==> src/ebt_pkg.sv <==
// Constants, field layouts and carrier types of the 8/16-bit base timer
`default_nettype none

package ebt_pkg;

    // ------------------------------------------------------------------
    // Register bus geometry
    // ------------------------------------------------------------------
    localparam int ADDR_W = 12;
    localparam int DATA_W = 8;

    // ------------------------------------------------------------------
    // Register offsets
    // ------------------------------------------------------------------
    localparam logic [ADDR_W-1:0] OFS_COUNT_LOW   = 12'h19c;
    localparam logic [ADDR_W-1:0] OFS_PERIOD_HIGH = 12'h19d;
    localparam logic [ADDR_W-1:0] OFS_CTRL_A      = 12'h19e;
    localparam logic [ADDR_W-1:0] OFS_CTRL_B      = 12'h19f;

    // ------------------------------------------------------------------
    // Field positions
    // ------------------------------------------------------------------
    localparam int CTLA_EN_BIT    = 7;
    localparam int CTLA_OUT_BIT   = 5;
    localparam int CTLA_WIDTH_BIT = 4;
    localparam int CTLA_POST_LSB  = 0;
    localparam int POST_W         = 4;
    localparam int CTLB_CS_LSB    = 5;
    localparam int CS_W           = 3;
    localparam int CTLB_UNSYNCED_INPUT_BIT_BIT = 4;
    localparam int CTLB_PRE_LSB   = 0;
    localparam int PRE_W          = 4;

    // ------------------------------------------------------------------
    // Reset values
    // ------------------------------------------------------------------
    localparam logic [DATA_W-1:0] RST_COUNT_LOW   = 8'h00;
    localparam logic [DATA_W-1:0] RST_PERIOD_HIGH = 8'hff;
    localparam logic [DATA_W-1:0] RST_CTRL_A      = 8'h00;
    localparam logic [DATA_W-1:0] RST_CTRL_B      = 8'h00;

    // ------------------------------------------------------------------
    // Clock sources and prescaler
    // ------------------------------------------------------------------
    localparam int EXT_SRC_N = 5;
    localparam int SYNC_N    = EXT_SRC_N + 1;
    localparam int PRE_CNT_W = 15;

    typedef enum logic [CS_W-1:0] {
        CS_PIN     = 3'h0,
        CS_PIN_INV = 3'h1,
        CS_INSTR   = 3'h2,
        CS_EXT0    = 3'h3,
        CS_EXT1    = 3'h4,
        CS_EXT2    = 3'h5,
        CS_EXT3    = 3'h6,
        CS_EXT4    = 3'h7
    } ebt_csel_e;

    typedef struct packed {
        logic               en;
        logic               width16;
        logic [POST_W-1:0]  postSel;
        logic [CS_W-1:0]    clkSel;
        logic               unsync;
        logic [PRE_W-1:0]   preSel;
    } ebt_ctrl_s;

    // Low bits that must all be set before a prescaled tick leaves
    function automatic logic [PRE_CNT_W-1:0] ebt_pre_mask(
        input logic [PRE_W-1:0] sel);
        logic [PRE_CNT_W-1:0] m;
        m = '0;
        for (int i = 0; i < PRE_CNT_W; i++) begin
            m[i] = (i < int'(sel));
        end
        return m;
    endfunction

endpackage

`default_nettype wire

==> src/ebt_clk_src.sv <==
// Counting clock source selection, synchronisation and edge detection
`default_nettype none

module ebt_clk_src
    import ebt_pkg::*;
(
    input  wire logic                 sys_clk,    // System clock
    input  wire logic                 nrst,       // Sync reset, active low
    input  wire logic                 pinIn,      // Timer clock pin
    input  wire logic [EXT_SRC_N-1:0] extClk,     // Other clock sources
    input  wire logic [CS_W-1:0]      clkSel,     // Source select code
    output logic                      srcTick     // One pulse per rising edge, high every cycle for CS_INSTR
);

    typedef struct packed {
        logic [SYNC_N-1:0] meta;
        logic [SYNC_N-1:0] sync;
        logic              selLvl;
        logic              tick;
    } ebt_src_s;

    ebt_src_s state_ff;
    ebt_src_s nxt_state;
    logic     curLvl;

    // ------------------------------------------------------------------
    // Source multiplexer
    // ------------------------------------------------------------------
    always_comb begin
        case (ebt_csel_e'(clkSel))
            CS_PIN:     curLvl = state_ff.sync[0];
            CS_PIN_INV: curLvl = ~state_ff.sync[0];
            CS_INSTR:   curLvl = 1'b1;
            default:    curLvl = state_ff.sync[clkSel - 3'h2];
        endcase
    end

    always_comb begin
        nxt_state        = state_ff;
        nxt_state.meta   = {extClk, pinIn};
        nxt_state.sync   = state_ff.meta;
        nxt_state.selLvl = curLvl;
        if (ebt_csel_e'(clkSel) == CS_INSTR) begin
            nxt_state.tick = 1'b1;
        end else begin
            nxt_state.tick = curLvl & ~state_ff.selLvl;
        end
    end

    always_ff @(posedge sys_clk) begin
        if (!nrst) begin
            state_ff <= '0;
        end else begin
            state_ff <= nxt_state;
        end
    end

    assign srcTick = state_ff.tick;

endmodule // ebt_clk_src

`default_nettype wire

==> src/ebt_prescaler.sv <==
// Input prescaler of the base timer, sixteen power-of-two ratios
`default_nettype none

module ebt_prescaler
    import ebt_pkg::*;
(
    input  wire logic             sys_clk,   // System clock
    input  wire logic             nrst,      // Sync reset, active low
    input  wire logic             clear,     // Clear the divider count
    input  wire logic             enable,    // Count permitted
    input  wire logic [PRE_W-1:0] preSel,    // Ratio code n gives 1:2^n
    input  wire logic             inTick,    // Undivided source tick
    output logic                  outTick    // Divided tick pulse
);

    typedef struct packed {
        logic [PRE_CNT_W-1:0] cnt;
        logic                 tick;
    } ebt_pre_s;

    ebt_pre_s             state_ff;
    ebt_pre_s             nxt_state;
    logic [PRE_CNT_W-1:0] mask;

    always_comb begin
        mask           = ebt_pre_mask(preSel);
        nxt_state      = state_ff;
        nxt_state.tick = 1'b0;
        if (clear) begin
            nxt_state.cnt = '0;
        end else if (enable && inTick) begin
            nxt_state.tick = ((state_ff.cnt & mask) == mask);
            nxt_state.cnt  = state_ff.cnt + 15'h0001;
        end
    end

    always_ff @(posedge sys_clk) begin
        if (!nrst) begin
            state_ff <= '0;
        end else begin
            state_ff <= nxt_state;
        end
    end

    assign outTick = state_ff.tick;

endmodule // ebt_prescaler

`default_nettype wire

==> src/ebt_timer.sv <==
// Top of the 8/16-bit base timer: registers, counter and postscaler
//
// What this block does
// Counts as 8-bit or 16-bit per width select.
// Count advances on prescaled rising source edges.
// 8-bit: low byte cleared on period-buffer match.
// Each match reloads period buffer from register.
// 16-bit: low read captures high count byte.
// 16-bit: low write also loads high byte.
// 16-bit count wraps from maximum to zero.
// Count writes ignored while running 16-bit.
// Clock source select field picks counting clock.
// Synchronised mode aligns ticks to instruction clock.
// Synchronised mode stops counting during sleep.
// Unsynchronised mode counts every prescaled source edge.
// Unsynchronised mode keeps counting through sleep.
// Prescaler offers sixteen ratios, count hidden.
// Prescaler cleared by count, control writes, reset.
// Postscaler divides output events one to sixteen.
// Postscaler cleared by count, control writes, reset.
// Output toggles per postscaled match or rollover.
// Interrupt flag set whenever output toggles.
// Prescale code n divides by two power n.
// Codes: 010 instruction, 000 pin, 001 inverted.
// Disabled timer holds count, scalers, no events.
`default_nettype none

module ebt_timer
    import ebt_pkg::*;
(
    input  wire logic                 sys_clk,        // 25 MHz clock
    input  wire logic                 nrst,           // Sync reset, low
    input  wire logic [ADDR_W-1:0]    busAddr,        // Register address
    input  wire logic [DATA_W-1:0]    busWrData,      // Write data
    input  wire logic                 busWrStrobe,    // Write strobe
    input  wire logic                 busRdStrobe,    // Read strobe
    output logic      [DATA_W-1:0]    busRdData,      // Read data, next cycle
    input  wire logic                 tmrPinIn,       // Clock input pin
    input  wire logic [EXT_SRC_N-1:0] extSrcClk,      // Other clock sources
    input  wire logic                 sleepMode,      // Device in sleep
    output logic                      timerToggleOut, // Timer output level
    output logic                      timerIrqFlag    // Flag set pulse
);

    // ------------------------------------------------------------------
    // State
    // ------------------------------------------------------------------
    typedef struct packed {
        ebt_ctrl_s          ctrl;
        logic               outLvl;
        logic [DATA_W-1:0]  countLow;
        logic [DATA_W-1:0]  countHigh;
        logic [DATA_W-1:0]  periodHigh;
        logic [DATA_W-1:0]  periodBuf;
        logic [POST_W-1:0]  postCnt;
        logic               syncTick;
        logic               irqPulse;
        logic [DATA_W-1:0]  rdData;
    } ebt_top_s;

    localparam ebt_ctrl_s RST_CTRL = '{
        en:      RST_CTRL_A[CTLA_EN_BIT],
        width16: RST_CTRL_A[CTLA_WIDTH_BIT],
        postSel: RST_CTRL_A[CTLA_POST_LSB +: POST_W],
        clkSel:  RST_CTRL_B[CTLB_CS_LSB +: CS_W],
        unsync:  RST_CTRL_B[CTLB_UNSYNCED_INPUT_BIT_BIT],
        preSel:  RST_CTRL_B[CTLB_PRE_LSB +: PRE_W]
    };

    ebt_top_s state_ff;
    ebt_top_s nxt_state;

    // ------------------------------------------------------------------
    // Bus decode
    // ------------------------------------------------------------------
    logic wrLow;
    logic wrHigh;
    logic wrCtrlA;
    logic wrCtrlB;
    logic rdLow;
    logic scalerClear;
    logic runEnable;
    logic srcTick;
    logic preTick;
    logic cntTick;
    logic cntEvent;
    logic [2*DATA_W-1:0] count16;
    logic [2*DATA_W-1:0] count16Inc;

    assign wrLow   = busWrStrobe && (busAddr == OFS_COUNT_LOW);
    assign wrHigh  = busWrStrobe && (busAddr == OFS_PERIOD_HIGH);
    assign wrCtrlA = busWrStrobe && (busAddr == OFS_CTRL_A);
    assign wrCtrlB = busWrStrobe && (busAddr == OFS_CTRL_B);
    assign rdLow   = busRdStrobe && (busAddr == OFS_COUNT_LOW);

    // Scalers lose their partial count on any of these writes
    assign scalerClear = wrLow || wrCtrlA || wrCtrlB;

    // Synchronised mode has no clock in sleep; unsynchronised keeps going
    assign runEnable = state_ff.ctrl.en
                       && (state_ff.ctrl.unsync || !sleepMode);

    // ------------------------------------------------------------------
    // Clock path
    // ------------------------------------------------------------------
    ebt_clk_src u_clk_src (
        .sys_clk (sys_clk),
        .nrst    (nrst),
        .pinIn   (tmrPinIn),
        .extClk  (extSrcClk),
        .clkSel  (state_ff.ctrl.clkSel),
        .srcTick (srcTick)
    );

    ebt_prescaler u_prescaler (
        .sys_clk (sys_clk),
        .nrst    (nrst),
        .clear   (scalerClear),
        .enable  (runEnable),
        .preSel  (state_ff.ctrl.preSel),
        .inTick  (srcTick),
        .outTick (preTick)
    );

    // Synchronised ticks take one extra stage on the instruction clock
    always_comb begin
        if (state_ff.ctrl.unsync) begin
            cntTick = preTick && runEnable;
        end else begin
            cntTick = state_ff.syncTick && runEnable;
        end
    end

    assign count16    = {state_ff.countHigh, state_ff.countLow};
    assign count16Inc = count16 + 16'h0001;

    // ------------------------------------------------------------------
    // Count event (match or rollover)
    // ------------------------------------------------------------------
    always_comb begin
        if (!cntTick) begin
            cntEvent = 1'b0;
        end else if (state_ff.ctrl.width16) begin
            cntEvent = (count16 == 16'hffff);
        end else begin
            cntEvent = (state_ff.countLow == state_ff.periodBuf);
        end
    end

    // ------------------------------------------------------------------
    // Next state
    // ------------------------------------------------------------------
    always_comb begin
        nxt_state          = state_ff;
        nxt_state.irqPulse = 1'b0;
        nxt_state.rdData   = 8'h00;
        nxt_state.syncTick = preTick && runEnable && !state_ff.ctrl.unsync;

        // Counter
        if (cntTick) begin
            if (state_ff.ctrl.width16) begin
                nxt_state.countLow  = count16Inc[DATA_W-1:0];
                nxt_state.countHigh = count16Inc[2*DATA_W-1:DATA_W];
            end else if (cntEvent) begin
                nxt_state.countLow  = 8'h00;
                nxt_state.periodBuf = state_ff.periodHigh;
            end else begin
                nxt_state.countLow = state_ff.countLow + 8'h01;
            end
        end

        // In 8-bit mode the idle buffer follows the period register so a fresh start uses it
        if (!state_ff.ctrl.en && !state_ff.ctrl.width16) begin
            nxt_state.periodBuf = state_ff.periodHigh;
        end

        // Postscaler and output
        if (scalerClear) begin
            nxt_state.postCnt = 4'h0;
        end else if (cntEvent) begin
            if (state_ff.postCnt == state_ff.ctrl.postSel) begin
                nxt_state.postCnt  = 4'h0;
                nxt_state.outLvl   = ~state_ff.outLvl;
                nxt_state.irqPulse = 1'b1;
            end else begin
                nxt_state.postCnt = state_ff.postCnt + 4'h1;
            end
        end

        // Register writes
        if (wrLow) begin
            if (!state_ff.ctrl.width16) begin
                nxt_state.countLow = busWrData;
            end else if (!state_ff.ctrl.en) begin
                nxt_state.countLow  = busWrData;
                nxt_state.countHigh = state_ff.periodHigh;
            end
        end
        if (wrHigh) begin
            nxt_state.periodHigh = busWrData;
        end
        if (wrCtrlA) begin
            nxt_state.ctrl.en      = busWrData[CTLA_EN_BIT];
            nxt_state.ctrl.width16 = busWrData[CTLA_WIDTH_BIT];
            nxt_state.ctrl.postSel = busWrData[CTLA_POST_LSB +: POST_W];
        end
        if (wrCtrlB) begin
            nxt_state.ctrl.clkSel = busWrData[CTLB_CS_LSB +: CS_W];
            nxt_state.ctrl.unsync = busWrData[CTLB_UNSYNCED_INPUT_BIT_BIT];
            nxt_state.ctrl.preSel = busWrData[CTLB_PRE_LSB +: PRE_W];
        end
        if (scalerClear) begin
            nxt_state.syncTick = 1'b0;
        end

        // Register reads
        if (busRdStrobe) begin
            case (busAddr)
                OFS_COUNT_LOW: begin
                    nxt_state.rdData = state_ff.countLow;
                end
                OFS_PERIOD_HIGH: begin
                    nxt_state.rdData = state_ff.periodHigh;
                end
                OFS_CTRL_A: begin
                    nxt_state.rdData[CTLA_EN_BIT]    = state_ff.ctrl.en;
                    nxt_state.rdData[CTLA_OUT_BIT]   = state_ff.outLvl;
                    nxt_state.rdData[CTLA_WIDTH_BIT] = state_ff.ctrl.width16;
                    nxt_state.rdData[CTLA_POST_LSB +: POST_W] =
                        state_ff.ctrl.postSel;
                end
                OFS_CTRL_B: begin
                    nxt_state.rdData[CTLB_CS_LSB +: CS_W] =
                        state_ff.ctrl.clkSel;
                    nxt_state.rdData[CTLB_UNSYNCED_INPUT_BIT_BIT] = state_ff.ctrl.unsync;
                    nxt_state.rdData[CTLB_PRE_LSB +: PRE_W] =
                        state_ff.ctrl.preSel;
                end
                default: begin
                    nxt_state.rdData = 8'h00;
                end
            endcase
        end

        // Low read latches the live high byte for a coherent 16-bit pair
        if (rdLow && state_ff.ctrl.width16) begin
            nxt_state.periodHigh = state_ff.countHigh;
        end
    end

    // ------------------------------------------------------------------
    // Registers
    // ------------------------------------------------------------------
    always_ff @(posedge sys_clk) begin
        if (!nrst) begin
            state_ff.ctrl       <= RST_CTRL;
            state_ff.outLvl     <= 1'b0;
            state_ff.countLow   <= RST_COUNT_LOW;
            state_ff.countHigh  <= 8'h00;
            state_ff.periodHigh <= RST_PERIOD_HIGH;
            state_ff.periodBuf  <= RST_PERIOD_HIGH;
            state_ff.postCnt    <= 4'h0;
            state_ff.syncTick   <= 1'b0;
            state_ff.irqPulse   <= 1'b0;
            state_ff.rdData     <= 8'h00;
        end else begin
            state_ff <= nxt_state;
        end
    end

    // ------------------------------------------------------------------
    // Outputs
    // ------------------------------------------------------------------
    assign busRdData      = state_ff.rdData;
    assign timerToggleOut = state_ff.outLvl;
    assign timerIrqFlag   = state_ff.irqPulse;

endmodule // ebt_timer

`default_nettype wire

==> config.mk <==
export PLATFORM = sky130hd
export DESIGN_NAME = ebt_timer
export DESIGN_NICKNAME = d
export VERILOG_FILES = /design/src/ebt_pkg.sv /design/src/ebt_clk_src.sv /design/src/ebt_prescaler.sv /design/src/ebt_timer.sv
export SDC_FILE = /design/constraint.sdc
export NUM_CORES = 1
export LEC_CHECK = 0
export BUFFER_PORTS_ARGS = -buffer_cell sky130_fd_sc_hd__buf_2
export CAP_MARGIN = 20
export CORE_ASPECT_RATIO = 1.75
export CORE_MARGIN = 1
export CORE_UTILIZATION = 56
export CTS_CLUSTER_DIAMETER = 40
export DETAILED_ROUTE_END_ITERATION = 12
export PLACE_DENSITY = 0.76
export SLEW_MARGIN = 10
export SYNTH_ARGS = -nofsm -noshare
export SYNTH_HDL_FRONTEND = slang
export SYNTH_SLANG_ARGS = --single-unit
==> constraint.sdc <==
create_clock -name sys_clk -period 3.8 [get_ports sys_clk]
set_input_delay 0.19 -clock sys_clk [delete_from_list [all_inputs] [get_ports sys_clk]]
set_output_delay 0.19 -clock sys_clk [all_outputs]
set_load 0.1 [all_outputs]
==> impl_metrics.xml, run 1 <==
<?xml version="1.0" encoding="UTF-8"?>
<metrics>
  <group name="synth">
    <metric name="synth_seq_area_share" unit="%">42.76</metric>
    <metric name="synth_flop_cell" unit="">dfxtp_1</metric>
    <metric name="synth_area_per_cell" unit="um^2">8.748</metric>
    <metric name="synth_commonest_cells" unit="">dfxtp_1 (91), nand2_1 (62), nor2_1 (53)</metric>
    <metric name="async_reset_ff_share" unit="%">0</metric>
    <metric name="synthMostInstantiatedCell" unit="">dfxtp_1</metric>
    <metric name="post-synth-top-area-cell" unit="">dfxtp_1</metric>
    <metric name="total_number_of_yosys_warnings" unit="">0</metric>
    <metric name="synth_area_leaders" unit="">dfxtp_1 (43%), nand2_1 (5.5%), xnor2_1 (4.7%)</metric>
    <metric name="synthesis.nets" unit="">522</metric>
    <metric name="synth.cell_area" unit="um^2">4260</metric>
    <metric name="ff_latch_count_synth" unit="">91</metric>
    <metric name="ys_types" unit="">45</metric>
    <metric name="netlist_instances" unit="">487</metric>
    <metric name="edff_count_synth" unit="">0</metric>
    <metric name="area_fraction_of_the_dominant_cell_type_after_synthesis" unit="%">42.76</metric>
  </group>
  <group name="route">
    <metric name="met2RoutedLength" unit="mm">5.239</metric>
    <metric name="drt_pass1_iterations" unit="">5</metric>
    <metric name="highest-signal-layer" unit="">met4</metric>
    <metric name="drt-met1-wl" unit="mm">3.907</metric>
    <metric name="via_count" unit="">3541</metric>
    <metric name="drc" unit="">0</metric>
    <metric name="vias_per_cell" unit="">5.853</metric>
    <metric name="routedWlPerCell" unit="um">17.14</metric>
    <metric name="antenna_violating_nets_post_route" unit="">0</metric>
    <metric name="routed_wirelength" unit="mm">10.37</metric>
    <metric name="met3WireLength" unit="um">410</metric>
    <metric name="detail_route.iter0.violations" unit="">264</metric>
  </group>
  <group name="clocking">
    <metric name="ctsHtreeMaxLevel" unit="">3</metric>
    <metric name="ctsResizeCount" unit="">0</metric>
    <metric name="longest_clk_path_bufs" unit="">2</metric>
    <metric name="clkSlewWorstSetupHoldPaths" unit="ns">0.06</metric>
    <metric name="worst_skew_pair.late_latency" unit="ns">0.34</metric>
    <metric name="post-cts-setup-buffer-count" unit="">0</metric>
    <metric name="clock_tree_from_tritoncts" unit="">built</metric>
    <metric name="cts.sinks" unit="">91</metric>
    <metric name="postCtsHoldBufs" unit="">0</metric>
    <metric name="cts-buffers-inserted" unit="">9</metric>
    <metric name="cts_root_buf" unit="">clkbuf_16</metric>
  </group>
  <group name="floorplan">
    <metric name="initial_utilization" unit="%">58.49</metric>
    <metric name="design.core.area" unit="um^2">7284</metric>
    <metric name="design.portCount" unit="">41</metric>
    <metric name="row_count" unit="">41</metric>
    <metric name="chipWidth" unit="um">67.94</metric>
    <metric name="die_area" unit="um^2">7975</metric>
    <metric name="die_y" unit="um">117.4</metric>
  </group>
  <group name="timing">
    <metric name="report.final.slew_viol_count" unit="">0</metric>
    <metric name="fmax" unit="GHz">0.4164</metric>
    <metric name="finalSetupViolCount" unit="">0</metric>
    <metric name="fin_skew" unit="ns">0.005270</metric>
    <metric name="rsz_0062_raised_after_global_routing" unit="">no</metric>
    <metric name="max_slew.worst_pin.slew" unit="ns">0.9626</metric>
    <metric name="final.setup.tns" unit="ns">0</metric>
    <metric name="timing.final.ws_setup" unit="ns">1.399</metric>
    <metric name="max_slew_margin" unit="%">35.76</metric>
    <metric name="final.period_utilization" unit="%">63.19</metric>
    <metric name="period_needed" unit="ns">2.401</metric>
    <metric name="final-hold-violation-count" unit="">0</metric>
  </group>
  <group name="power">
    <metric name="irDropWorstVdd" unit="uV">264.2</metric>
    <metric name="clock_network_fraction_of_total_power" unit="%">44.3</metric>
    <metric name="p_switching" unit="W">0.0004200</metric>
    <metric name="power.density_cell_area" unit="nW/um^2">392.9</metric>
    <metric name="internal_power" unit="W">0.001436</metric>
    <metric name="leak_pwr" unit="nW">1.734</metric>
    <metric name="comb_power_share" unit="%">3.9</metric>
    <metric name="share_of_total_power_in_sequential_cells" unit="%">51.8</metric>
    <metric name="power.share.switching" unit="%">22.63</metric>
  </group>
  <group name="setup_path">
    <metric name="endpoint_kind" unit="">register</metric>
    <metric name="crit_buf_inv" unit="">1</metric>
    <metric name="crit_chain" unit="">nand4bb_1 -&gt; and2_1 -&gt; nor4_4 -&gt; buf_4 -&gt; a31oi_4 -&gt; or4_1 -&gt; a21oi_1</metric>
    <metric name="r2r_cells" unit="">7</metric>
    <metric name="startpoint_type" unit="">register</metric>
    <metric name="critPathTopFamily" unit="">simple AND/OR/NAND/NOR gates</metric>
    <metric name="worst-endpoint-required" unit="ns">4.07</metric>
    <metric name="timing.critical_path.slowest_stage_cell" unit="">or4_1</metric>
    <metric name="critical_path_peak_fanout" unit="">17</metric>
    <metric name="critPathMaxStageDelay" unit="ns">0.49</metric>
    <metric name="crit_path_depth" unit="">7</metric>
    <metric name="timing.setup.critical_path_class" unit="">reg2reg</metric>
    <metric name="timing.reg2reg.setup_slack" unit="ns">1.40</metric>
    <metric name="crit_path_arrival_time" unit="ns">2.67</metric>
  </group>
  <group name="finish">
    <metric name="antenna_fix_cells" unit="">0</metric>
    <metric name="finalNetCount" unit="">549</metric>
    <metric name="drive_above_1_share" unit="%">13.49</metric>
    <metric name="area_delta_synth_final" unit="%">10.87</metric>
  </group>
  <group name="run">
    <metric name="cap_viol_max_count" unit="">0</metric>
  </group>
  <group name="placed_design">
    <metric name="io_buffers" unit="">40</metric>
    <metric name="dpl_worst_slack" unit="ns">1.425</metric>
    <metric name="replace_congestion" unit="">0.9418</metric>
    <metric name="dp_hpwl" unit="mm">7.851</metric>
  </group>
  <group name="global_routing">
    <metric name="antenna_violations_before_repair" unit="">0</metric>
    <metric name="grt_first_pass_wirelength" unit="mm">16.60</metric>
    <metric name="grt_use_total" unit="%">27.88</metric>
    <metric name="grt_start_max_net_pins" unit="">34</metric>
    <metric name="remaining_overflow_grt" unit="">0</metric>
    <metric name="first_global_vias" unit="">3391</metric>
  </group>
  <group name="worst_hold_path">
    <metric name="hp-class" unit="">in2reg</metric>
    <metric name="worstHoldPathCells" unit="">2</metric>
  </group>
  <group name="run_status">
    <metric name="status" unit="">completed</metric>
  </group>
</metrics>
## power groups by stage
stage          Clock, W  Sequential (W)  Combinational (W)
3_3_place_gp          0        0.000983          0.0000705
4_1_cts        0.000829        0.000962          0.0000717
3_5_place_dp          0        0.000983          0.0000719
2_1_floorplan         0        0.000983          0.0000381
6_report       0.000822        0.000962          0.0000718
5_1_grt        0.000866        0.000962          0.0000770
## worst reg2reg max path, stage by stage, from the launching register on
cell and delay, ns:
dfxtp_1 0.47, nand4bb_1 0.17, and2_1 0.30, nor4_4 0.37, buf_4 0.29, a31oi_4 0.09, or4_1 0.49, a21oi_1 0.14
## cell type report
type | instances | area [um^2]
Clock buffer | 9 | 225.2
Clock inverter | 7 | 53.80
Fill cell | 638 | 2561
Inverter | 10 | 37.54
Multi-Input combinational cell | 360 | 2262
Sequential cell | 91 | 1822
Tap cell | 86 | 107.6
Timing Repair Buffer | 42 | 215.2
## worst paths after layout
path                                              from                      to
worst min-delay path                      extSrcClk[2]  u_clk_src.nxt_state[5]
worst max-delay path                      state_ff[60]            state_ff[13]
worst min register to register  u_clk_src.nxt_state[3]   u_clk_src.state_ff[3]
worst max register to register            state_ff[60]            state_ff[13]
## cell families (layout without fill, tap and decap cells)
| family | Yosys count | in the layout | share of synthesized area [%] |
|---|---|---|---|
| and+or+nand+nor | 217 | 217 | 25.52 |
| adders and majority gates | 4 | 4 | 1.175 |
| xor gates and xnor gates | 40 | 40 | 8.223 |
| DFF | 91 | 91 | 42.76 |
| muxes | 19 | 19 | 6.814 |
| buffers and inverters | 36 | 68 | 4.141 |
| AOI/OAI and AO/OA | 80 | 80 | 11.37 |
## layout by cell type, fill, tap and decap left out, drive strengths merged, types with 10 or more instances in the layout
master	instances
a21oi	31
and2	17
and3	10
buf	42
dfxtp	91
inv	11
mux2i	11
nand2	62
nand3	15
nand4	10
nor2	53
nor2b	10
nor3	12
o21ai	26
xnor2	23
xor2	17
## metrics by stage
stage                     total power [W]  hold WS, ns  cells  area [um^2]  utilization [%]
after floorplan                  0.001021       0.3173    487         4260                -
after global placement           0.001054       0.3948    589         4444            61.01
after detailed placement         0.001055       0.3997    589         4444            61.01
after CTS                        0.001863      0.04797    605         4723            64.84
after global routing             0.001904      0.05468    605         4723            64.84
final                            0.001856      0.04693    605         4723            64.84
## routing by layer
metal,GRT usage (%),vias up
li1,-,1747
met1,31.32,1654
met2,44.12,101
met3,4.475,39
met4,22.40,0
met5,0,-
## flip-flops by register name (all words and copies together), names as in the netlist
name and flops:
u_prescaler.state_ff 15, count16 16, u_clk_src.state_ff 7, u_clk_src.srcTick 1, u_prescaler.outTick 1, busRdData 8, u_clk_src.nxt_state 6, state_ff 35
timerIrqFlag 1, timerToggleOut 1
Power figures use the tool's default switching activity.
==> inputs of run 2 (changes only) <==
--- a/config.mk
+++ b/config.mk
@@ -5,11 +5,12 @@
 export SDC_FILE = /design/constraint.sdc
 export NUM_CORES = 1
 export LEC_CHECK = 0
+export ABC_AREA = 1
 export BUFFER_PORTS_ARGS = -buffer_cell sky130_fd_sc_hd__buf_2
 export CAP_MARGIN = 20
 export CORE_ASPECT_RATIO = 1.75
 export CORE_MARGIN = 1
-export CORE_UTILIZATION = 56
+export CORE_UTILIZATION = 54
 export CTS_CLUSTER_DIAMETER = 40
 export DETAILED_ROUTE_END_ITERATION = 12
 export PLACE_DENSITY = 0.76
==> constraint.sdc (replaced) <==
create_clock -name sys_clk -period 2.1 [get_ports sys_clk]
set_input_delay 0.105 -clock sys_clk [delete_from_list [all_inputs] [get_ports sys_clk]]
set_output_delay 0.105 -clock sys_clk [all_outputs]
set_load 0.1 [all_outputs]
==> run 2 against run 1 <==
Compared with the run above: clock-buffer cell count rose by 1; critical endpoint is now state_ff[18]; highest routed layer unchanged; register-to-register slack got worse by 1.2 ns; synthesized area increased by 8.8%; global-route usage grew 2.8 points; power up 87%; worst setup slack worse by 1.2 ns.
==> impl_metrics.xml, run 2 <==
<?xml version="1.0" encoding="UTF-8"?>
<metrics>
  <group name="floorplan">
    <metric name="die_area" unit="um^2">8971</metric>
    <metric name="die_y" unit="um">124.6</metric>
    <metric name="chipWidth" unit="um">72.03</metric>
    <metric name="row_count" unit="">44</metric>
    <metric name="initial_utilization" unit="%">55.75</metric>
    <metric name="design.portCount" unit="">41</metric>
    <metric name="design.core.area" unit="um^2">8313</metric>
  </group>
  <group name="synth">
    <metric name="synth_seq_area_share" unit="%">39.31</metric>
    <metric name="ys_types" unit="">39</metric>
    <metric name="post-synth-top-area-cell" unit="">dfxtp_1</metric>
    <metric name="synthesis.nets" unit="">705</metric>
    <metric name="synth_adder_area_share" unit="%">1.080</metric>
    <metric name="synthSimpleGateAreaFrac" unit="%">29.24</metric>
    <metric name="netlist_instances" unit="">670</metric>
    <metric name="ff_latch_count_synth" unit="">91</metric>
    <metric name="synth_xor_xnor_area_share" unit="%">3.024</metric>
    <metric name="async_reset_ff_share" unit="%">0</metric>
    <metric name="synth_commonest_cells" unit="">nand2_1 (122), inv_1 (97), dfxtp_1 (91)</metric>
    <metric name="synth.cell_area" unit="um^2">4634</metric>
    <metric name="synthMostInstantiatedCell" unit="">nand2_1</metric>
    <metric name="synth_top_family_by_area" unit="">simple AND/OR/NAND/NOR gates</metric>
    <metric name="synth-compound-area-share" unit="%">16.20</metric>
    <metric name="synth_area_per_cell" unit="um^2">6.917</metric>
    <metric name="synth_flop_cell" unit="">dfxtp_1</metric>
    <metric name="area_fraction_of_the_dominant_cell_type_after_synthesis" unit="%">39.31</metric>
    <metric name="edff_count_synth" unit="">0</metric>
    <metric name="total_number_of_yosys_warnings" unit="">0</metric>
    <metric name="portion_of_netlist_area_occupied_by_mux_cells" unit="%">0</metric>
    <metric name="synth_area_leaders" unit="">dfxtp_1 (39%), nand2_1 (9.9%), inv_1 (7.9%)</metric>
  </group>
  <group name="global_routing">
    <metric name="grt_use_total" unit="%">30.70</metric>
    <metric name="use_met3" unit="%">4.693</metric>
    <metric name="grt-busiest-layer" unit="">met2</metric>
    <metric name="remaining_overflow_grt" unit="">0</metric>
    <metric name="antenna_violations_before_repair" unit="">0</metric>
    <metric name="first_global_vias" unit="">4503</metric>
    <metric name="gr-usage-met1" unit="%">30.33</metric>
    <metric name="grt_first_pass_wirelength" unit="mm">21.09</metric>
    <metric name="grt.met2_usage" unit="%">56.10</metric>
    <metric name="grt_start_max_net_pins" unit="">28</metric>
  </group>
  <group name="setup_path">
    <metric name="endpoint_kind" unit="">register</metric>
    <metric name="crit_path_arrival_time" unit="ns">2.17</metric>
    <metric name="timing.rr.start" unit="">count16[1]</metric>
    <metric name="critPathLaunch" unit="">count16[1]</metric>
    <metric name="timing.setup.critical_path_class" unit="">reg2reg</metric>
    <metric name="crit_chain" unit="">ha_1 -&gt; nand2_2 -&gt; nor2_4 -&gt; nand2_2 -&gt; o21ai_4 -&gt; nand4_4 -&gt; nand2_2 -&gt; nand2_1 -&gt; nand3_1</metric>
    <metric name="critical_path_peak_fanout" unit="">17</metric>
    <metric name="startpoint_type" unit="">register</metric>
    <metric name="crit_buf_inv" unit="">0</metric>
    <metric name="timing.critical_path.slowest_stage_cell" unit="">dfxtp_1</metric>
    <metric name="critPathTopFamily" unit="">simple AND/OR/NAND/NOR gates</metric>
    <metric name="timing.critical_path.mode_cell" unit="">nand2_2</metric>
    <metric name="critPathMaxStageDelay" unit="ns">0.37</metric>
    <metric name="worst-endpoint-required" unit="ns">2.40</metric>
  </group>
  <group name="finish">
    <metric name="nFillCells" unit="">772</metric>
    <metric name="final_core_util" unit="%">63.06</metric>
    <metric name="antenna_fix_cells" unit="">0</metric>
    <metric name="footprint_of_the_multi_input_gates" unit="um^2">2296</metric>
    <metric name="finalInstanceArea" unit="um^2">5243</metric>
    <metric name="layout_common_cells" unit="">nand2_1 (122), inv_1 (97), dfxtp_1 (91)</metric>
    <metric name="finalNetCount" unit="">743</metric>
    <metric name="layout.area.seq" unit="um^2">1822</metric>
    <metric name="final_common_cell" unit="">nand2_1</metric>
    <metric name="area_delta_synth_final" unit="%">13.12</metric>
    <metric name="drive_above_1_share" unit="%">12.76</metric>
    <metric name="largest_register" unit="">state_ff</metric>
    <metric name="flip_flop_count_of_the_largest_register_all_copies_and_words_added" unit="">35</metric>
  </group>
  <group name="power">
    <metric name="total_power_of_the_final_layout" unit="W">0.003470</metric>
    <metric name="irDropWorstVdd" unit="uV">658.9</metric>
    <metric name="power.density_cell_area" unit="nW/um^2">661.8</metric>
    <metric name="leak_pwr" unit="nW">2.311</metric>
  </group>
  <group name="clocking">
    <metric name="worst_skew_pair.late_latency" unit="ns">0.36</metric>
    <metric name="cts_root_buf" unit="">clkbuf_16</metric>
    <metric name="post-cts-setup-buffer-count" unit="">0</metric>
    <metric name="clkSlewWorstSetupHoldPaths" unit="ns">0.07</metric>
    <metric name="cts-buffers-inserted" unit="">9</metric>
    <metric name="cts.sinks" unit="">91</metric>
    <metric name="longest_clk_path_bufs" unit="">2</metric>
    <metric name="ctsHtreeMaxLevel" unit="">3</metric>
    <metric name="clock_tree_from_tritoncts" unit="">built</metric>
  </group>
  <group name="route">
    <metric name="drt_pass1_iterations" unit="">5</metric>
    <metric name="antenna_violating_nets_post_route" unit="">0</metric>
    <metric name="drc" unit="">0</metric>
    <metric name="routed_wirelength" unit="mm">12.85</metric>
    <metric name="vias_per_cell" unit="">5.469</metric>
    <metric name="detail_route.iter0.violations" unit="">202</metric>
    <metric name="routedWlPerCell" unit="um">15.52</metric>
    <metric name="via_count" unit="">4528</metric>
  </group>
  <group name="placed_design">
    <metric name="place_area" unit="um^2">4890</metric>
    <metric name="replace_congestion" unit="">0.9893</metric>
    <metric name="dpl_worst_slack" unit="ns">0.2569</metric>
    <metric name="io_buffers" unit="">40</metric>
    <metric name="dp_hpwl" unit="mm">9.827</metric>
  </group>
  <group name="timing">
    <metric name="final-hold-violation-count" unit="">0</metric>
    <metric name="max_slew_margin" unit="%">66.22</metric>
    <metric name="final.setup.tns" unit="ns">0</metric>
    <metric name="fmax" unit="GHz">0.5332</metric>
    <metric name="timing.final.ws_setup" unit="ns">0.2246</metric>
    <metric name="final.period_utilization" unit="%">89.31</metric>
    <metric name="finalSetupViolCount" unit="">0</metric>
    <metric name="max_slew.worst_pin.slew" unit="ns">0.5068</metric>
    <metric name="report.final.slew_viol_count" unit="">0</metric>
    <metric name="fin_skew" unit="ns">0.007173</metric>
    <metric name="period_needed" unit="ns">1.875</metric>
    <metric name="rsz_0062_raised_after_global_routing" unit="">no</metric>
  </group>
  <group name="run">
    <metric name="cap_viol_max_count" unit="">0</metric>
  </group>
  <group name="worst_hold_path">
    <metric name="hp-class" unit="">in2reg</metric>
    <metric name="launch_point_of_the_worst_hold_path" unit="">busWrData[5]</metric>
  </group>
  <group name="run_status">
    <metric name="status" unit="">completed</metric>
  </group>
</metrics>
==> run 2: changes by cell type in the layout (fill, tap and decap cells not counted), moves of 9 or more <==
cell / change
mux2i_1: -11
o22ai_1: +18
nand3_1: +38
xnor2_1: -18
o21ai_0: +28
and2_1: -17
nor2_1: +21
inv_1: +87
and3_1: -10
nor2b_1: -10
nand2_1: +60
or3_1: -9
a221oi_1: -9
==> run 2: through the flow <==
| step | hold slack (ns) | std cells |
|---|---|---|
| detailed placement | 0.2925 | 806 |
| CTS | 0.08872 | 828 |
| finish | 0.08436 | 828 |
| global placement | 0.2854 | 806 |
| floorplan | 0.2026 | 670 |
| global route | 0.1273 | 828 |
==> run 2: repair_timing <==
action / CTS / global route
hold buffers: 6 / 0
hold endpoints to repair: 6 / 0
setup endpoints to repair: 0 / 0
resized for setup: 0 / 0
==> run 2: tightest hold or removal path, stage by stage <==
cell     delay (ns)
buf_2          0.11
o21ai_0        0.09
a21oi_1        0.10
==> run 2: final timing paths <==
check / cells past startpoint / end / slack [ns]
min: 3 / state_ff[52] / 0.08
min reg2reg: 2 / u_clk_src.state_ff[6] / 0.41
max reg2reg: 9 / state_ff[18] / 0.22
max: 9 / state_ff[18] / 0.22
==> run 2: cells by family (layout without fill, tap and decap cells) <==
group	Yosys count	after routing
XOR/XNOR	16	16
AND/OR/NAND/NOR	300	300
buffers and inverters	127	170
flip-flops	91	91
AO/OA/AOI/OAI	132	132
adder cells (fa/ha/maj)	4	4
==> run 2: area by class of cell <==
| cell class | instances | share of cell area [%] |
|---|---|---|
| clock inverters | 6 | 1.026 |
| flip-flops and latches | 91 | 34.75 |
| multi-input cells | 452 | 43.79 |
| well taps | 115 | 2.745 |
| inverters | 102 | 7.303 |
| clock buffers | 10 | 4.558 |
| repair buffers | 52 | 5.823 |
==> run 2: per-layer routing <==
layer  up-vias  share of wire (%)
li1       2258                  -
met1      2091                 36
met2       125                 53
met3        54                4.4
met4         0                6.4
met5         -                  0
==> run 2: report_power, final <==
group          switching [W]  internal [W]
clock               0.000740      0.000860
sequential        0.00000367       0.00174
combinational      0.0000809     0.0000488
total               0.000824       0.00265
==> inputs of run 3 (changes only) <==
--- a/config.mk
+++ b/config.mk
@@ -8,7 +8,6 @@
 export ABC_AREA = 1
 export BUFFER_PORTS_ARGS = -buffer_cell sky130_fd_sc_hd__buf_2
 export CAP_MARGIN = 20
-export CORE_ASPECT_RATIO = 1.75
 export CORE_MARGIN = 1
 export CORE_UTILIZATION = 54
 export CTS_CLUSTER_DIAMETER = 40
@@ -18,3 +17,4 @@
 export SYNTH_ARGS = -nofsm -noshare
 export SYNTH_HDL_FRONTEND = slang
 export SYNTH_SLANG_ARGS = --single-unit
+export TNS_END_PERCENT = 20
==> run 3 against run 2 <==
Compared with the run above: first-iteration DRC count increased by 39%; design area decreased by 2.2%; worst setup slack improved by 0.042 ns; global-route usage decreased by 2.4 points; clock skew increased by 0.0061 ns; critical path depth unchanged; sequential power about the same; clock-buffer cell count unchanged; die area decreased by 0.16%; sequential cell count unchanged; critical path type unchanged.
==> impl_metrics.xml, run 3 (synthesis results as in run 2) <==
<?xml version="1.0" encoding="UTF-8"?>
<metrics>
  <group name="route">
    <metric name="drt_pass1_iterations" unit="">6</metric>
    <metric name="detail_route.iter0.violations" unit="">281</metric>
    <metric name="via_count" unit="">4497</metric>
    <metric name="drc" unit="">0</metric>
    <metric name="vias_per_cell" unit="">5.498</metric>
    <metric name="routedWlPerCell" unit="um">14.65</metric>
    <metric name="antenna_violating_nets_post_route" unit="">0</metric>
    <metric name="routed_wirelength" unit="mm">11.99</metric>
  </group>
  <group name="setup_path">
    <metric name="critPathTopFamily" unit="">simple AND/OR/NAND/NOR gates</metric>
    <metric name="r2r_cells" unit="">9</metric>
    <metric name="crit_path_depth" unit="">9</metric>
    <metric name="crit_chain" unit="">ha_1 -&gt; nand2_2 -&gt; nor2_4 -&gt; nand2_2 -&gt; o21ai_4 -&gt; nand4_4 -&gt; nand2_2 -&gt; nand2_1 -&gt; nand3_1</metric>
    <metric name="critical_path_peak_fanout" unit="">17</metric>
    <metric name="startpoint_type" unit="">register</metric>
    <metric name="critPathLaunch" unit="">count16[0]</metric>
    <metric name="timing.critical_path.mode_cell" unit="">nand2_2</metric>
    <metric name="critPathMaxStageDelay" unit="ns">0.39</metric>
    <metric name="timing.critical_path.slowest_stage_cell" unit="">dfxtp_1</metric>
    <metric name="worst-endpoint-required" unit="ns">2.41</metric>
    <metric name="crit_path_arrival_time" unit="ns">2.14</metric>
    <metric name="timing.setup.critical_path_class" unit="">reg2reg</metric>
    <metric name="timing_endpoint_of_the_critical_path" unit="">state_ff[16]</metric>
    <metric name="timing.reg2reg.setup_slack" unit="ns">0.27</metric>
    <metric name="regToRegEndpoint" unit="">state_ff[16]</metric>
    <metric name="crit_buf_inv" unit="">0</metric>
    <metric name="timing.rr.start" unit="">count16[0]</metric>
    <metric name="endpoint_kind" unit="">register</metric>
  </group>
  <group name="clocking">
    <metric name="cts-buffers-inserted" unit="">9</metric>
    <metric name="clkSlewWorstSetupHoldPaths" unit="ns">0.09</metric>
    <metric name="clock_tree_from_tritoncts" unit="">built</metric>
    <metric name="cts.sinks" unit="">91</metric>
    <metric name="worst_skew_pair.late_latency" unit="ns">0.37</metric>
    <metric name="ctsResizeCount" unit="">0</metric>
    <metric name="ctsHtreeMaxLevel" unit="">3</metric>
    <metric name="longest_clk_path_bufs" unit="">2</metric>
    <metric name="cts_root_buf" unit="">clkbuf_8</metric>
  </group>
  <group name="timing">
    <metric name="fmax" unit="GHz">0.5455</metric>
    <metric name="period_needed" unit="ns">1.833</metric>
    <metric name="rsz_0062_raised_after_global_routing" unit="">no</metric>
    <metric name="max_slew_margin" unit="%">63.20</metric>
    <metric name="report.final.slew_viol_count" unit="">0</metric>
    <metric name="final.period_utilization" unit="%">87.30</metric>
    <metric name="worst_hold_slack" unit="ns">0.06509</metric>
    <metric name="final.setup.tns" unit="ns">0</metric>
    <metric name="final-hold-violation-count" unit="">0</metric>
    <metric name="max_slew.worst_pin.slew" unit="ns">0.5381</metric>
    <metric name="finalSetupViolCount" unit="">0</metric>
    <metric name="fin_skew" unit="ns">0.01326</metric>
  </group>
  <group name="finish">
    <metric name="flip_flop_count_of_the_largest_register_all_copies_and_words_added" unit="">35</metric>
    <metric name="drive_above_1_share" unit="%">12.62</metric>
    <metric name="area_delta_synth_final" unit="%">10.64</metric>
    <metric name="antenna_fix_cells" unit="">0</metric>
    <metric name="final-instance-count-excl-fill" unit="">818</metric>
    <metric name="layout_common_cells" unit="">nand2_1 (122), inv_1 (97), dfxtp_1 (91)</metric>
    <metric name="nFillCells" unit="">791</metric>
    <metric name="largest_register" unit="">state_ff</metric>
    <metric name="finalNetCount" unit="">743</metric>
    <metric name="final_common_cell" unit="">nand2_1</metric>
  </group>
  <group name="power">
    <metric name="p_switching" unit="W">0.0007508</metric>
    <metric name="power.density_cell_area" unit="nW/um^2">581.2</metric>
    <metric name="comb_power_share" unit="%">4.4</metric>
    <metric name="power.share.switching" unit="%">25.19</metric>
    <metric name="irDropWorstVdd" unit="uV">351.3</metric>
    <metric name="leak_pwr" unit="nW">2.257</metric>
    <metric name="clock_network_fraction_of_total_power" unit="%">37.2</metric>
    <metric name="internal_power" unit="W">0.002229</metric>
    <metric name="share_of_total_power_in_sequential_cells" unit="%">58.4</metric>
  </group>
  <group name="run_status">
    <metric name="status" unit="">completed</metric>
  </group>
  <group name="floorplan">
    <metric name="die_y" unit="um">94.64</metric>
    <metric name="initial_utilization" unit="%">56.12</metric>
    <metric name="die_area" unit="um^2">8957</metric>
    <metric name="chipWidth" unit="um">94.64</metric>
    <metric name="row_count" unit="">33</metric>
    <metric name="design.core.area" unit="um^2">8258</metric>
    <metric name="design.portCount" unit="">41</metric>
  </group>
  <group name="global_routing">
    <metric name="remaining_overflow_grt" unit="">0</metric>
    <metric name="grt_use_total" unit="%">28.30</metric>
    <metric name="antenna_violations_before_repair" unit="">0</metric>
    <metric name="grt_first_pass_wirelength" unit="mm">19.33</metric>
    <metric name="grt_start_max_net_pins" unit="">49</metric>
    <metric name="first_global_vias" unit="">4086</metric>
  </group>
  <group name="placed_design">
    <metric name="dp_hpwl" unit="mm">8.861</metric>
    <metric name="replace_congestion" unit="">0.9798</metric>
    <metric name="post-place-cells" unit="">796</metric>
    <metric name="io_buffers" unit="">40</metric>
  </group>
  <group name="worst_hold_path">
    <metric name="hp-class" unit="">in2reg</metric>
  </group>
  <group name="run">
    <metric name="cap_viol_max_count" unit="">0</metric>
  </group>
</metrics>
run 3: cell types whose count changed in the layout (fill, tap and decap cells not counted), moves of 2 or more:
cell	change
clkinv_4	+2
inv_6	-2
clkbuf_8	+8
clkbuf_16	-9
run 3: repair_timing:
action	4_1_cts	5_1_grt
hold endpoints to repair	6	0
hold buffers	6	0
buffers inserted	0	0
run 3: per-stage QoR:
stage	cell area (um^2)	utilization [%]	power [W]	worst slack, ns
2_1_floorplan	4634	-	0.001840	0.4823
3_3_place_gp	4890	59.21	0.001896	0.3304
3_5_place_dp	4890	59.21	0.001901	0.2846
4_1_cts	5127	62.09	0.002991	0.2709
5_1_grt	5127	62.09	0.003061	0.07356
6_report	5127	62.09	0.002980	0.2668
run 3: worst min path at each step:
stage | startpoint | end | slack [ns] | cells past startpoint
finish | busWrData[5] | count16[5] | 0.07 | 3
CTS | busWrData[5] | count16[5] | 0.05 | 3
global route | nrst | timerToggleOut | 0.09 | 3
global placement | extSrcClk[0] | u_clk_src.nxt_state[3] | 0.28 | 3
floorplan | tmrPinIn | u_clk_src.nxt_state[2] | 0.20 | 2
detailed placement | extSrcClk[2] | u_clk_src.nxt_state[5] | 0.29 | 3
run 3: power groups by stage:
stage | registers [W] | logic (W) | clock network [W]
6_report | 0.00174 | 0.000131 | 0.00111
5_1_grt | 0.00174 | 0.000145 | 0.00118
4_1_cts | 0.00174 | 0.000130 | 0.00112
3_5_place_dp | 0.00178 | 0.000121 | 0
3_3_place_gp | 0.00178 | 0.000117 | 0
2_1_floorplan | 0.00178 | 0.0000611 | 0
run 3: area by class of cell:
| class | count | area (um^2) | area share [%] |
|---|---|---|---|
| clock buffers | 10 | 127.6 | 2.489 |
| clock inverters | 6 | 50.05 | 0.9761 |
| inverters | 102 | 382.9 | 7.467 |
| multi-input cells | 452 | 2296 | 44.78 |
| flip-flops and latches | 91 | 1822 | 35.53 |
| well taps | 105 | 131.4 | 2.562 |
| repair buffers | 52 | 317.8 | 6.198 |
run 3: routing by layer:
layer / GRT usage, % / vias up / wire [um]
li1: - / 2256 / -
met3: 4.831 / 34 / 706
met2: 46.46 / 147 / 5568
met5: 0 / - / 0
met1: 35.76 / 2060 / 5372
met4: 13.89 / 0 / 339
run 3: tightest hold or removal path, delay by kind of cell:
kind            cells  cell delay (ns)
buf+inv             1             0.11
compound gates      2             0.18
